## config.mk

```make
export PLATFORM = sky130hd
export DESIGN_NAME = erc_ctrl
export DESIGN_NICKNAME = d
export VERILOG_FILES = /design/src/core/erc_pkg.sv /design/src/core/erc_addr_decode.sv /design/src/core/erc_refresh_timer.sv /design/src/core/erc_ctrl.sv
export SDC_FILE = /design/constraint.sdc
export NUM_CORES = 1
export LEC_CHECK = 0
export BUFFER_PORTS_ARGS = -buffer_cell sky130_fd_sc_hd__buf_2
export CAP_MARGIN = 20
export CORE_MARGIN = 3
export CORE_UTILIZATION = 25
export DETAILED_ROUTE_END_ITERATION = 6
export GPL_TIMING_DRIVEN = 0
export PLACE_DENSITY = 0.55
export SLEW_MARGIN = 40
export SYNTH_ARGS = -nofsm -noshare
export SYNTH_HDL_FRONTEND = slang
export SYNTH_SLANG_ARGS = --single-unit
```

## constraint.sdc

```tcl
create_clock -name pclk -period 2.5 [get_ports pclk]
set_clock_uncertainty 0.1 [all_clocks]
set_input_delay 0 -clock pclk [delete_from_list [all_inputs] [get_ports pclk]]
set_output_delay 0 -clock pclk [all_outputs]
set_load 0.03 [all_outputs]
```

## src/core/erc_pkg.sv

```systemverilog
package erc_pkg;

  localparam int ADDR_W = 16;
  localparam int IDX_W  = 14;

  // register indices; byte address is four times the index
  localparam logic [13:0] IDX_REFRESH_CTRL = 14'h2020;
  localparam logic [13:0] IDX_TCFG    = 14'h2034;
  localparam logic [13:0] IDX_WIN0_LO = 14'h202c;
  localparam logic [13:0] IDX_WIN0_HI = 14'h2fec;
  localparam logic [13:0] IDX_WIN1_LO = 14'h202e;
  localparam logic [13:0] IDX_WIN1_HI = 14'h2fee;
  // aliases repeat every 64 index steps, so the low six bits pick the window
  localparam logic [5:0]  WIN0_SLOT   = 6'h2c;
  localparam logic [5:0]  WIN1_SLOT   = 6'h2e;

  localparam logic [16:0] REFRESH_CTRL_RST = 17'h00001;
  localparam logic [13:0] TCFG_RST    = 14'h0000;

  localparam logic [1:0]  WIDTH_OFF   = 2'h0;
  localparam logic [1:0]  WIDTH_8     = 2'h1;
  localparam logic [1:0]  WIDTH_16    = 2'h2;

  localparam logic [1:0]  MEMTYPE_DRAM  = 2'h2;
  localparam logic [1:0]  MEMTYPE_SDRAM = 2'h3;

  localparam logic [11:0] REF_TERM    = 12'h800;
  localparam logic [2:0]  HOLD_MIN_CODE = 3'h2;
  localparam logic [2:0]  CAS_HOLD_MAX = 3'h4;
  localparam logic [2:0]  CAS_HOLD_SAT = 3'h5;

  typedef enum logic [2:0] {
    PH_IDLE   = 3'b000,
    PH_SETUP  = 3'b001,
    PH_ACCESS = 3'b010,
    PH_HOLD   = 3'b011,
    PH_DONE   = 3'b100
  } erc_phase_e;

  typedef struct packed {
    logic        cas_setup;
    logic [2:0]  cas_hold;
    logic        refresh_en;
    logic [10:0] interval_count;
    logic        valid;
  } erc_refresh_ctrl_s;

  typedef struct packed {
    logic [2:0] acc;
    logic [2:0] coh;
    logic [2:0] rsv;
    logic [2:0] cos;
    logic [1:0] width;
  } erc_tcfg_s;

  typedef struct packed {
    logic refresh_ctrl;
    logic tcfg;
    logic win0;
    logic win1;
  } erc_hit_s;

  typedef struct packed {
    erc_phase_e phase;
    logic [3:0] cnt;
  } erc_step_s;

endpackage

```

## src/core/erc_addr_decode.sv

```systemverilog
`timescale 1ns/1ps
module erc_addr_decode import erc_pkg::*; (
  input  wire logic [15:0] paddr,
  output erc_hit_s         hit
);
  logic [13:0] idx;
  logic        aligned;

  always_comb begin
    idx = paddr[15:2];
    aligned = (paddr[1:0] == 2'h0);
    hit.refresh_ctrl = aligned && (idx == IDX_REFRESH_CTRL);
    hit.tcfg   = aligned && (idx == IDX_TCFG);
    hit.win0   = aligned && (idx[5:0] == WIN0_SLOT)
                 && (idx >= IDX_WIN0_LO) && (idx <= IDX_WIN0_HI);
    hit.win1   = aligned && (idx[5:0] == WIN1_SLOT)
                 && (idx >= IDX_WIN1_LO) && (idx <= IDX_WIN1_HI);
  end
endmodule

```

## src/core/erc_refresh_timer.sv

```systemverilog
`timescale 1ns/1ps
module erc_refresh_timer import erc_pkg::*; (
  input  wire logic        pclk,
  input  wire logic        presetn,
  input  wire logic [10:0] interval_count,
  input  wire logic        enable,
  output logic             tick
);
  typedef struct packed {
    logic [11:0] cnt;
    logic        tick;
  } erc_tmr_s;

  erc_tmr_s s_r;
  erc_tmr_s s_nxt;

  always_comb begin
    s_nxt = s_r;
    s_nxt.tick = 1'b0;
    if (!enable) begin
      s_nxt.cnt = {1'b0, interval_count};
    end else if (s_r.cnt == REF_TERM) begin
      s_nxt.cnt = {1'b0, interval_count};
      s_nxt.tick = 1'b1;
    end else begin
      s_nxt.cnt = s_r.cnt + 12'h001;
    end
  end

  always_ff @(posedge pclk or negedge presetn) begin
    if (!presetn) begin
      s_r <= '0;
    end else begin
      s_r <= s_nxt;
    end
  end

  assign tick = s_r.tick;
endmodule

```

## src/core/erc_ctrl.sv

```systemverilog
`timescale 1ns/1ps
// Contract
// - window access drives select, address, data
// - window timing comes only from timing register
// - gpio-mode shared pin never drives select
// - window 0 aliases every 256 bytes
// - window 1 aliases, drives select 1
// - validity resets 1, cleared on access
// - refresh period is 2048 minus count plus one
// - enable gives dram or sdram refresh
// - cas hold code 0..4 gives 1..5
// - cas setup bit gives 1 or 2
// - width field: off, 8-bit, 16-bit
// - select setup equals code clocks
// - select hold zero for codes 0,1
// - access zero at 0, else code plus one
module erc_ctrl import erc_pkg::*; (
  input  wire logic        pclk,
  input  wire logic        presetn,
  input  wire logic [15:0] paddr,
  input  wire logic        psel,
  input  wire logic        penable,
  input  wire logic        pwrite,
  input  wire logic [31:0] pwdata,
  output logic      [31:0] prdata,
  output logic             pready,
  output logic             pslverr,
  input  wire logic        sys_mgr_access,
  input  wire logic        port2_bit7_gpio,
  input  wire logic        port3_bit7_gpio,
  input  wire logic [1:0]  bank6_memory_type,
  input  wire logic [1:0]  bank7_memory_type,
  output logic             ext_select_0_n,
  output logic             ext_select_0_oe,
  output logic             ext_select_1_n,
  output logic             ext_select_1_oe,
  output logic      [15:0] ext_addr,
  output logic      [15:0] ext_wdata,
  output logic             ext_data_oe,
  input  wire logic [15:0] ext_rdata,
  output logic             output_enable_n,
  output logic             ext_write_n,
  output logic             bank_access_en,
  output logic             dram_refresh_req,
  output logic             sdram_autorefresh_req,
  output logic      [2:0]  cas_hold_clks,
  output logic      [1:0]  cas_setup_clks
);

  typedef struct packed {
    erc_refresh_ctrl_s refresh_ctrl;
    erc_tcfg_s   tcfg;
    erc_phase_e  phase;
    logic [3:0]  cnt;
    logic        win1;
    logic        wr;
    logic        two_beats;
    logic        hi_byte;
    logic [15:0] addr;
    logic [15:0] wdata;
    logic [15:0] rdata;
    logic [31:0] prdata;
    logic        dram_req;
    logic        sdram_req;
  } erc_state_s;

  erc_state_s s_r;
  erc_state_s s_nxt;
  erc_hit_s   hit;
  logic       tick;
  logic       setup_ph;
  logic       acc_ph;
  logic       win_hit;
  logic       win_off;
  logic       reg_done;
  logic       cs_on;
  logic       any_dram;
  logic       any_sdram;
  erc_step_s  st;

  erc_addr_decode u_dec (
    .paddr (paddr),
    .hit   (hit)
  );

  erc_refresh_timer u_tmr (
    .pclk    (pclk),
    .presetn (presetn),
    .interval_count (s_r.refresh_ctrl.interval_count),
    .enable         (s_r.refresh_ctrl.refresh_en),
    .tick    (tick)
  );

  // phase that follows p; phases with zero clocks are skipped
  function automatic erc_step_s step_after(erc_phase_e p, erc_tcfg_s c);
    erc_step_s r;
    r.phase = PH_DONE;
    r.cnt = 4'h0;
    if (p == PH_IDLE && c.cos != 3'h0) begin
      r.phase = PH_SETUP;
      r.cnt = {1'b0, c.cos} - 4'h1;
    end else if ((p == PH_IDLE || p == PH_SETUP) && c.acc != 3'h0) begin
      r.phase = PH_ACCESS;
      r.cnt = {1'b0, c.acc};
    end else if (p != PH_HOLD && c.coh >= HOLD_MIN_CODE) begin
      r.phase = PH_HOLD;
      r.cnt = {1'b0, c.coh} - 4'h1;
    end
    return r;
  endfunction

  always_comb begin
    setup_ph = psel && !penable;
    acc_ph   = psel && penable;
    win_hit  = hit.win0 || hit.win1;
    win_off  = (s_r.tcfg.width == WIDTH_OFF) || (s_r.tcfg.width == 2'h3);
    reg_done = acc_ph && !(win_hit && !win_off);
    any_dram = (bank6_memory_type == MEMTYPE_DRAM) || (bank7_memory_type == MEMTYPE_DRAM);
    any_sdram = (bank6_memory_type == MEMTYPE_SDRAM) || (bank7_memory_type == MEMTYPE_SDRAM);
  end

  always_comb begin
    s_nxt = s_r;
    st = '0;
    s_nxt.dram_req = 1'b0;
    s_nxt.sdram_req = 1'b0;

    // register read data is staged in the setup cycle
    if (setup_ph) begin
      if (hit.refresh_ctrl) begin
        s_nxt.prdata = {15'h0000, s_r.refresh_ctrl};
      end else if (hit.tcfg) begin
        s_nxt.prdata = {18'h00000, s_r.tcfg};
      end else begin
        s_nxt.prdata = 32'h00000000;
      end
    end

    if ((reg_done && (hit.refresh_ctrl || hit.tcfg)) || sys_mgr_access) begin
      s_nxt.refresh_ctrl.valid = 1'b0;
    end
    if (reg_done && pwrite && hit.refresh_ctrl) begin
      // a write with bit 0 set wins over the clear
      s_nxt.refresh_ctrl = erc_refresh_ctrl_s'(pwdata[16:0]);
    end
    if (reg_done && pwrite && hit.tcfg) begin
      s_nxt.tcfg = erc_tcfg_s'(pwdata[13:0]);
      s_nxt.tcfg.rsv = 3'h0;
    end

    case (s_r.phase)
      PH_IDLE: begin
        // window access launches an external cycle
        if (acc_ph && win_hit && !win_off) begin
          s_nxt.win1 = hit.win1;
          s_nxt.wr = pwrite;
          s_nxt.two_beats = (s_r.tcfg.width == WIDTH_8);
          s_nxt.hi_byte = 1'b0;
          s_nxt.addr = {2'b00, paddr[15:2]};
          s_nxt.wdata = pwdata[15:0];
          s_nxt.rdata = 16'h0000;
          st = step_after(PH_IDLE, s_r.tcfg);
          s_nxt.phase = st.phase;
          s_nxt.cnt = st.cnt;
        end
      end
      PH_SETUP, PH_ACCESS, PH_HOLD: begin
        if (s_r.phase == PH_ACCESS && !s_r.wr) begin
          if (!s_r.two_beats) begin
            s_nxt.rdata = ext_rdata;
          end else if (s_r.hi_byte) begin
            s_nxt.rdata[15:8] = ext_rdata[7:0];
          end else begin
            s_nxt.rdata[7:0] = ext_rdata[7:0];
          end
        end
        if (s_r.cnt != 4'h0) begin
          s_nxt.cnt = s_r.cnt - 4'h1;
        end else begin
          st = step_after(s_r.phase, s_r.tcfg);
          // 8-bit bus moves the upper byte in a second beat
          if (st.phase == PH_DONE && s_r.two_beats && !s_r.hi_byte) begin
            s_nxt.hi_byte = 1'b1;
            s_nxt.addr = s_r.addr + 16'h0001;
            st = step_after(PH_IDLE, s_r.tcfg);
          end
          s_nxt.phase = st.phase;
          s_nxt.cnt = st.cnt;
        end
      end
      PH_DONE: begin
        s_nxt.phase = PH_IDLE;
      end
      default: begin
        s_nxt.phase = PH_IDLE;
      end
    endcase

    // window read data is final on entry to the answer cycle
    if (s_nxt.phase == PH_DONE && s_r.phase != PH_DONE) begin
      s_nxt.prdata = {16'h0000, s_nxt.rdata};
    end

    // refresh type follows bank memory type
    if (tick && s_r.refresh_ctrl.refresh_en) begin
      s_nxt.dram_req = any_dram;
      s_nxt.sdram_req = any_sdram;
    end
  end

  always_ff @(posedge pclk or negedge presetn) begin
    if (!presetn) begin
      s_r <= '0;
      s_r.refresh_ctrl <= erc_refresh_ctrl_s'(REFRESH_CTRL_RST);
      s_r.tcfg <= erc_tcfg_s'(TCFG_RST);
      s_r.phase <= PH_IDLE;
    end else begin
      s_r <= s_nxt;
    end
  end

  always_comb begin
    cs_on = (s_r.phase == PH_SETUP) || (s_r.phase == PH_ACCESS) || (s_r.phase == PH_HOLD);
    prdata = s_r.prdata;
    // window cycles stall the bus until the answer cycle
    pready = reg_done || (s_r.phase == PH_DONE);
    pslverr = acc_ph && ((win_hit && win_off)
              || !(win_hit || hit.refresh_ctrl || hit.tcfg));
    ext_select_0_oe = !port2_bit7_gpio;
    ext_select_1_oe = !port3_bit7_gpio;
    ext_select_0_n = !(cs_on && !s_r.win1 && !port2_bit7_gpio);
    ext_select_1_n = !(cs_on && s_r.win1 && !port3_bit7_gpio);
    ext_addr = s_r.addr;
    // 8-bit beats use the low lane
    if (s_r.two_beats) begin
      ext_wdata = {8'h00, s_r.hi_byte ? s_r.wdata[15:8] : s_r.wdata[7:0]};
    end else begin
      ext_wdata = s_r.wdata;
    end
    ext_data_oe = cs_on && s_r.wr;
    output_enable_n = !(s_r.phase == PH_ACCESS && !s_r.wr);
    ext_write_n = !(s_r.phase == PH_ACCESS && s_r.wr);
    bank_access_en = s_r.refresh_ctrl.valid;
    dram_refresh_req = s_r.dram_req;
    sdram_autorefresh_req = s_r.sdram_req;
    if (s_r.refresh_ctrl.cas_hold > CAS_HOLD_MAX) begin
      cas_hold_clks = CAS_HOLD_SAT;
    end else begin
      cas_hold_clks = s_r.refresh_ctrl.cas_hold + 3'h1;
    end
    cas_setup_clks = {1'b0, 1'b1} + {1'b0, s_r.refresh_ctrl.cas_setup};
  end

endmodule

```

==> flow_summary_export.csv <==
group,metric,value,unit
cells_and_area,finalNetCount,1028,
cells_and_area,design_area,9240,µm²
grt,antenna_found_initial,0,
logic_synthesis,synthSimpleGateAreaFrac,20.0,%
die,die_area,29000,µm²
sta,max_freq,390,MHz
logic_synthesis,synth_ff_type,"dfrtp_1",
routing,vias,6095,
run_status,violations,"setup timing",
logic_synthesis,synth_compound_area_share,14.2,%
critical_path,cp.required,2.71,ns
critical_path,crit_arrival,2.77,ns
cells_and_area,instances_no_fill,1289,
die,die_h,170,µm
cells_and_area,antennaDiodeCount,0,
logic_synthesis,yosys.area.top_type,"dfrtp_1",
critical_path,worstReg2RegStart,"s_r[93]",
clocking,htreeDepth,4,
logic_synthesis,synthTopCellsByArea,"dfrtp_1, nand2_1, buf_4",
power,peakVddDrop,330,µV
clocking,cts_tree,"built",
grt,grt_max_degree,72,
logic_synthesis,synth-seq-cells,119,
place,port_buffers,126,
min_path,min_path_type,"in -> reg",
die,ios,157,
critical_path,crit_path_end_kind,"flip-flop",
cells_and_area,final_common_cell,"buf_2",
min_path,min_from,"paddr[2]",
routing,route.detailed.wl_per_inst,17.3,µm
logic_synthesis,syn_area,6740,µm²
logic_synthesis,yosys_warnings,0,
clocking,root_buffer,"clkbuf_16",
sta,setup_viol,16,
logic_synthesis,synth_top_cell_area_share,43.8,%
routing,dr.pass1.iters,5,
power,p_leak,4.62,nW
place,place_area,7890,µm²
sta,worstMarginPinSlew,0.709,ns
logic_synthesis,yosys.area_share.xor_xnor,1.43,%
grt,grt_pass1_wl,34500,µm
sta,finalWorstSetupSlack,-0.0636,ns
critical_path,cp_max_fo,5,
cells_and_area,layout_common_cells,"buf_2, dfrtp_1, nand2_1, buf_4, dlygate4sd3_1",
place,gp_congestion,0.894,
die,initial_utilization,25.6,%
logic_synthesis,synth_top_family_by_area,"simple AND/OR/NAND/NOR gates",
cells_and_area,drive_gt1_share,31.8,%
routing,drc_errors,0,
critical_path,crit_type,"reg -> reg",
power,power_per_cell_area,521,nW/µm²
die,rows,59,
sta,min_period_over_period,103,%
clocking,cts_max_path_buffers,2,
clocking,clock_sinks,119,
logic_synthesis,synthArstFlopShare,100,%
sta,fin_setup_tns,-0.728,ns
grt,grt_usage,15.5,%
clocking,clock_latency,0.42,ns
routing,antenna_left,0,
logic_synthesis,netlist_instances,726,
critical_path,setup.worst_path.start_class,"flip-flop",
run,maxCapViolCount,0,
grt,grt-ovfl-total,0,
logic_synthesis,ys_types,68,
die,die_w,170,µm
logic_synthesis,synth_area_per_cell,9.28,µm²
clocking,numCtsBuffers,17,
routing,vias_per_cell,4.73,
sta,hold_viol_final,0,
place,post-place-cells,1202,
routing,drt_iter0_drc,594,
logic_synthesis,synth-edff-count,0,
cells_and_area,area.growth.synth_to_final,37.2,%
place,hpwlAfterDp,16100,µm
clocking,clk_pin_slew,0.06,ns
logic_synthesis,synthAdderAreaFrac,1.86,%
sta,slew_headroom,52.3,%
sta,min_period,2.56,ns
sta,rsz0062_at_grt,"yes",
routing,drt-total-wl,22300,µm
die,core_area,26300,µm²
sta,maxSlewViolCount,0,
sta,finalHoldWorstSlack,0.00933,ns
cells_and_area,fillers,2753,
logic_synthesis,synth_mux_area_share,8.43,%
power,fin_total_pwr,0.00481,W
logic_synthesis,yosysSeqAreaShare,44.2,%
critical_path,timing.critical_path.from,"s_r[93]",
run_status,outcome,"finished with violations",
grt,grt_pass1_vias,6045,
## per-layer routing
| metal | wire length, µm | track usage (%) |
|---|---|---|
| met4 | 506 | 4.66 |
| met3 | 1290 | 3.67 |
| met5 | 0 | 0 |
| met1 | 10400 | 21.2 |
| met2 | 10100 | 24.6 |
## cell usage after synthesis (all sizes together), types with 3 or more instances
| master | n |
|---|---|
| a31oi | 8 |
| nor3b | 3 |
| o41ai | 6 |
| nand2b | 7 |
| buf | 54 |
| nor2b | 19 |
| o211ai | 3 |
| nor4 | 12 |
| clkbuf | 26 |
| o21ai | 27 |
| nand3 | 17 |
| a221oi | 3 |
| mux2 | 35 |
| o2bb2ai | 3 |
| a32oi | 3 |
| o22ai | 5 |
| nor3 | 14 |
| and4 | 3 |
| a211oi | 6 |
| a21oi | 43 |
| mux2i | 14 |
| or2 | 5 |
| nand2 | 114 |
| a22oi | 6 |
| nor2 | 40 |
| xor2 | 5 |
| a21o | 5 |
| xnor2 | 6 |
| dfrtp | 118 |
| nand4 | 9 |
| and2 | 10 |
| o31ai | 5 |
| inv | 42 |
| or3 | 5 |
| a22o | 8 |
| ha | 10 |
## layout make-up
cell class                      instances  area [µm²]  share of cell area (%)
Tap cell                              335         419                    4.53
Inverter                               42         158                    1.71
Multi-Input combinational cell        500        3300                    35.7
Clock inverter                         13         173                    1.87
Timing Repair Buffer                  186        1250                    13.6
Sequential cell                       119        2980                    32.2
Buffer                                 76         527                    5.70
Clock buffer                           18         429                    4.64
## kinds of logic after synthesis
kind of cell,count (synthesis)
buf+inv,122
xor+xnor,11
fa+ha+maj,10
mux,49
compound gates,146
simple gates,268
other cells,1
flops,119
## path summary, 6_finish.rpt
| check | endpoint | slack [ns] | cells past startpoint |
|---|---|---|---|
| setup / recovery | s_r[117] | -0.06 | 8 |
| min in group asynchronous | ext_addr[8] | 0.49 | 3 |
| hold reg to reg | s_r[56] | 0.37 | 2 |
| max in group asynchronous | ext_addr[14] | 0.43 | 4 |
| setup reg to reg | s_r[117] | -0.06 | 8 |
| hold / removal | bank_access_en | 0.009 | 5 |
## power by group
group | leakage, nW | switching [W] | internal, W
Clock | 0.280 | 0.000970 | 0.00157
Sequential | 1.61 | 0.00000537 | 0.00194
Combinational | 2.72 | 0.000184 | 0.000140
## through the flow
step / setup WS (ns) / utilization, %
after floorplan: 0.0475 / -
after global placement: -0.523 / 29.8
after detailed placement: -0.645 / 30.0
after CTS: -0.0172 / 34.9
after global routing: -0.104 / 35.2
final: -0.0636 / 35.2
## flip-flops by register name, summed over array words and instances, names as in the netlist
register,flops
dram_refresh_req,1
u_tmr.s_r,12
bank_access_en,1
ext_addr,16
prdata,17
s_r,70
sdram_autorefresh_req,1
u_tmr.tick,1
## critical path, stage by stage (launching register included)
cell	delay, ns
dfrtp_1	0.42
ha_4	0.30
and3b_1	0.19
a31o_2	0.25
or3_4	0.37
or2_1	0.23
buf_6	0.15
buf_12	0.14
mux2_4	0.29
## repair_timing
item	in CTS	in global routing
gates resized for setup	29	23
endpoints found under the hold margin	201	0
pin swaps	2	1
hold buffers	48	0
cloned	2	0
setup endpoints to repair	101	69
setup buffers	8	2
(Power assumes the default switching activity.)
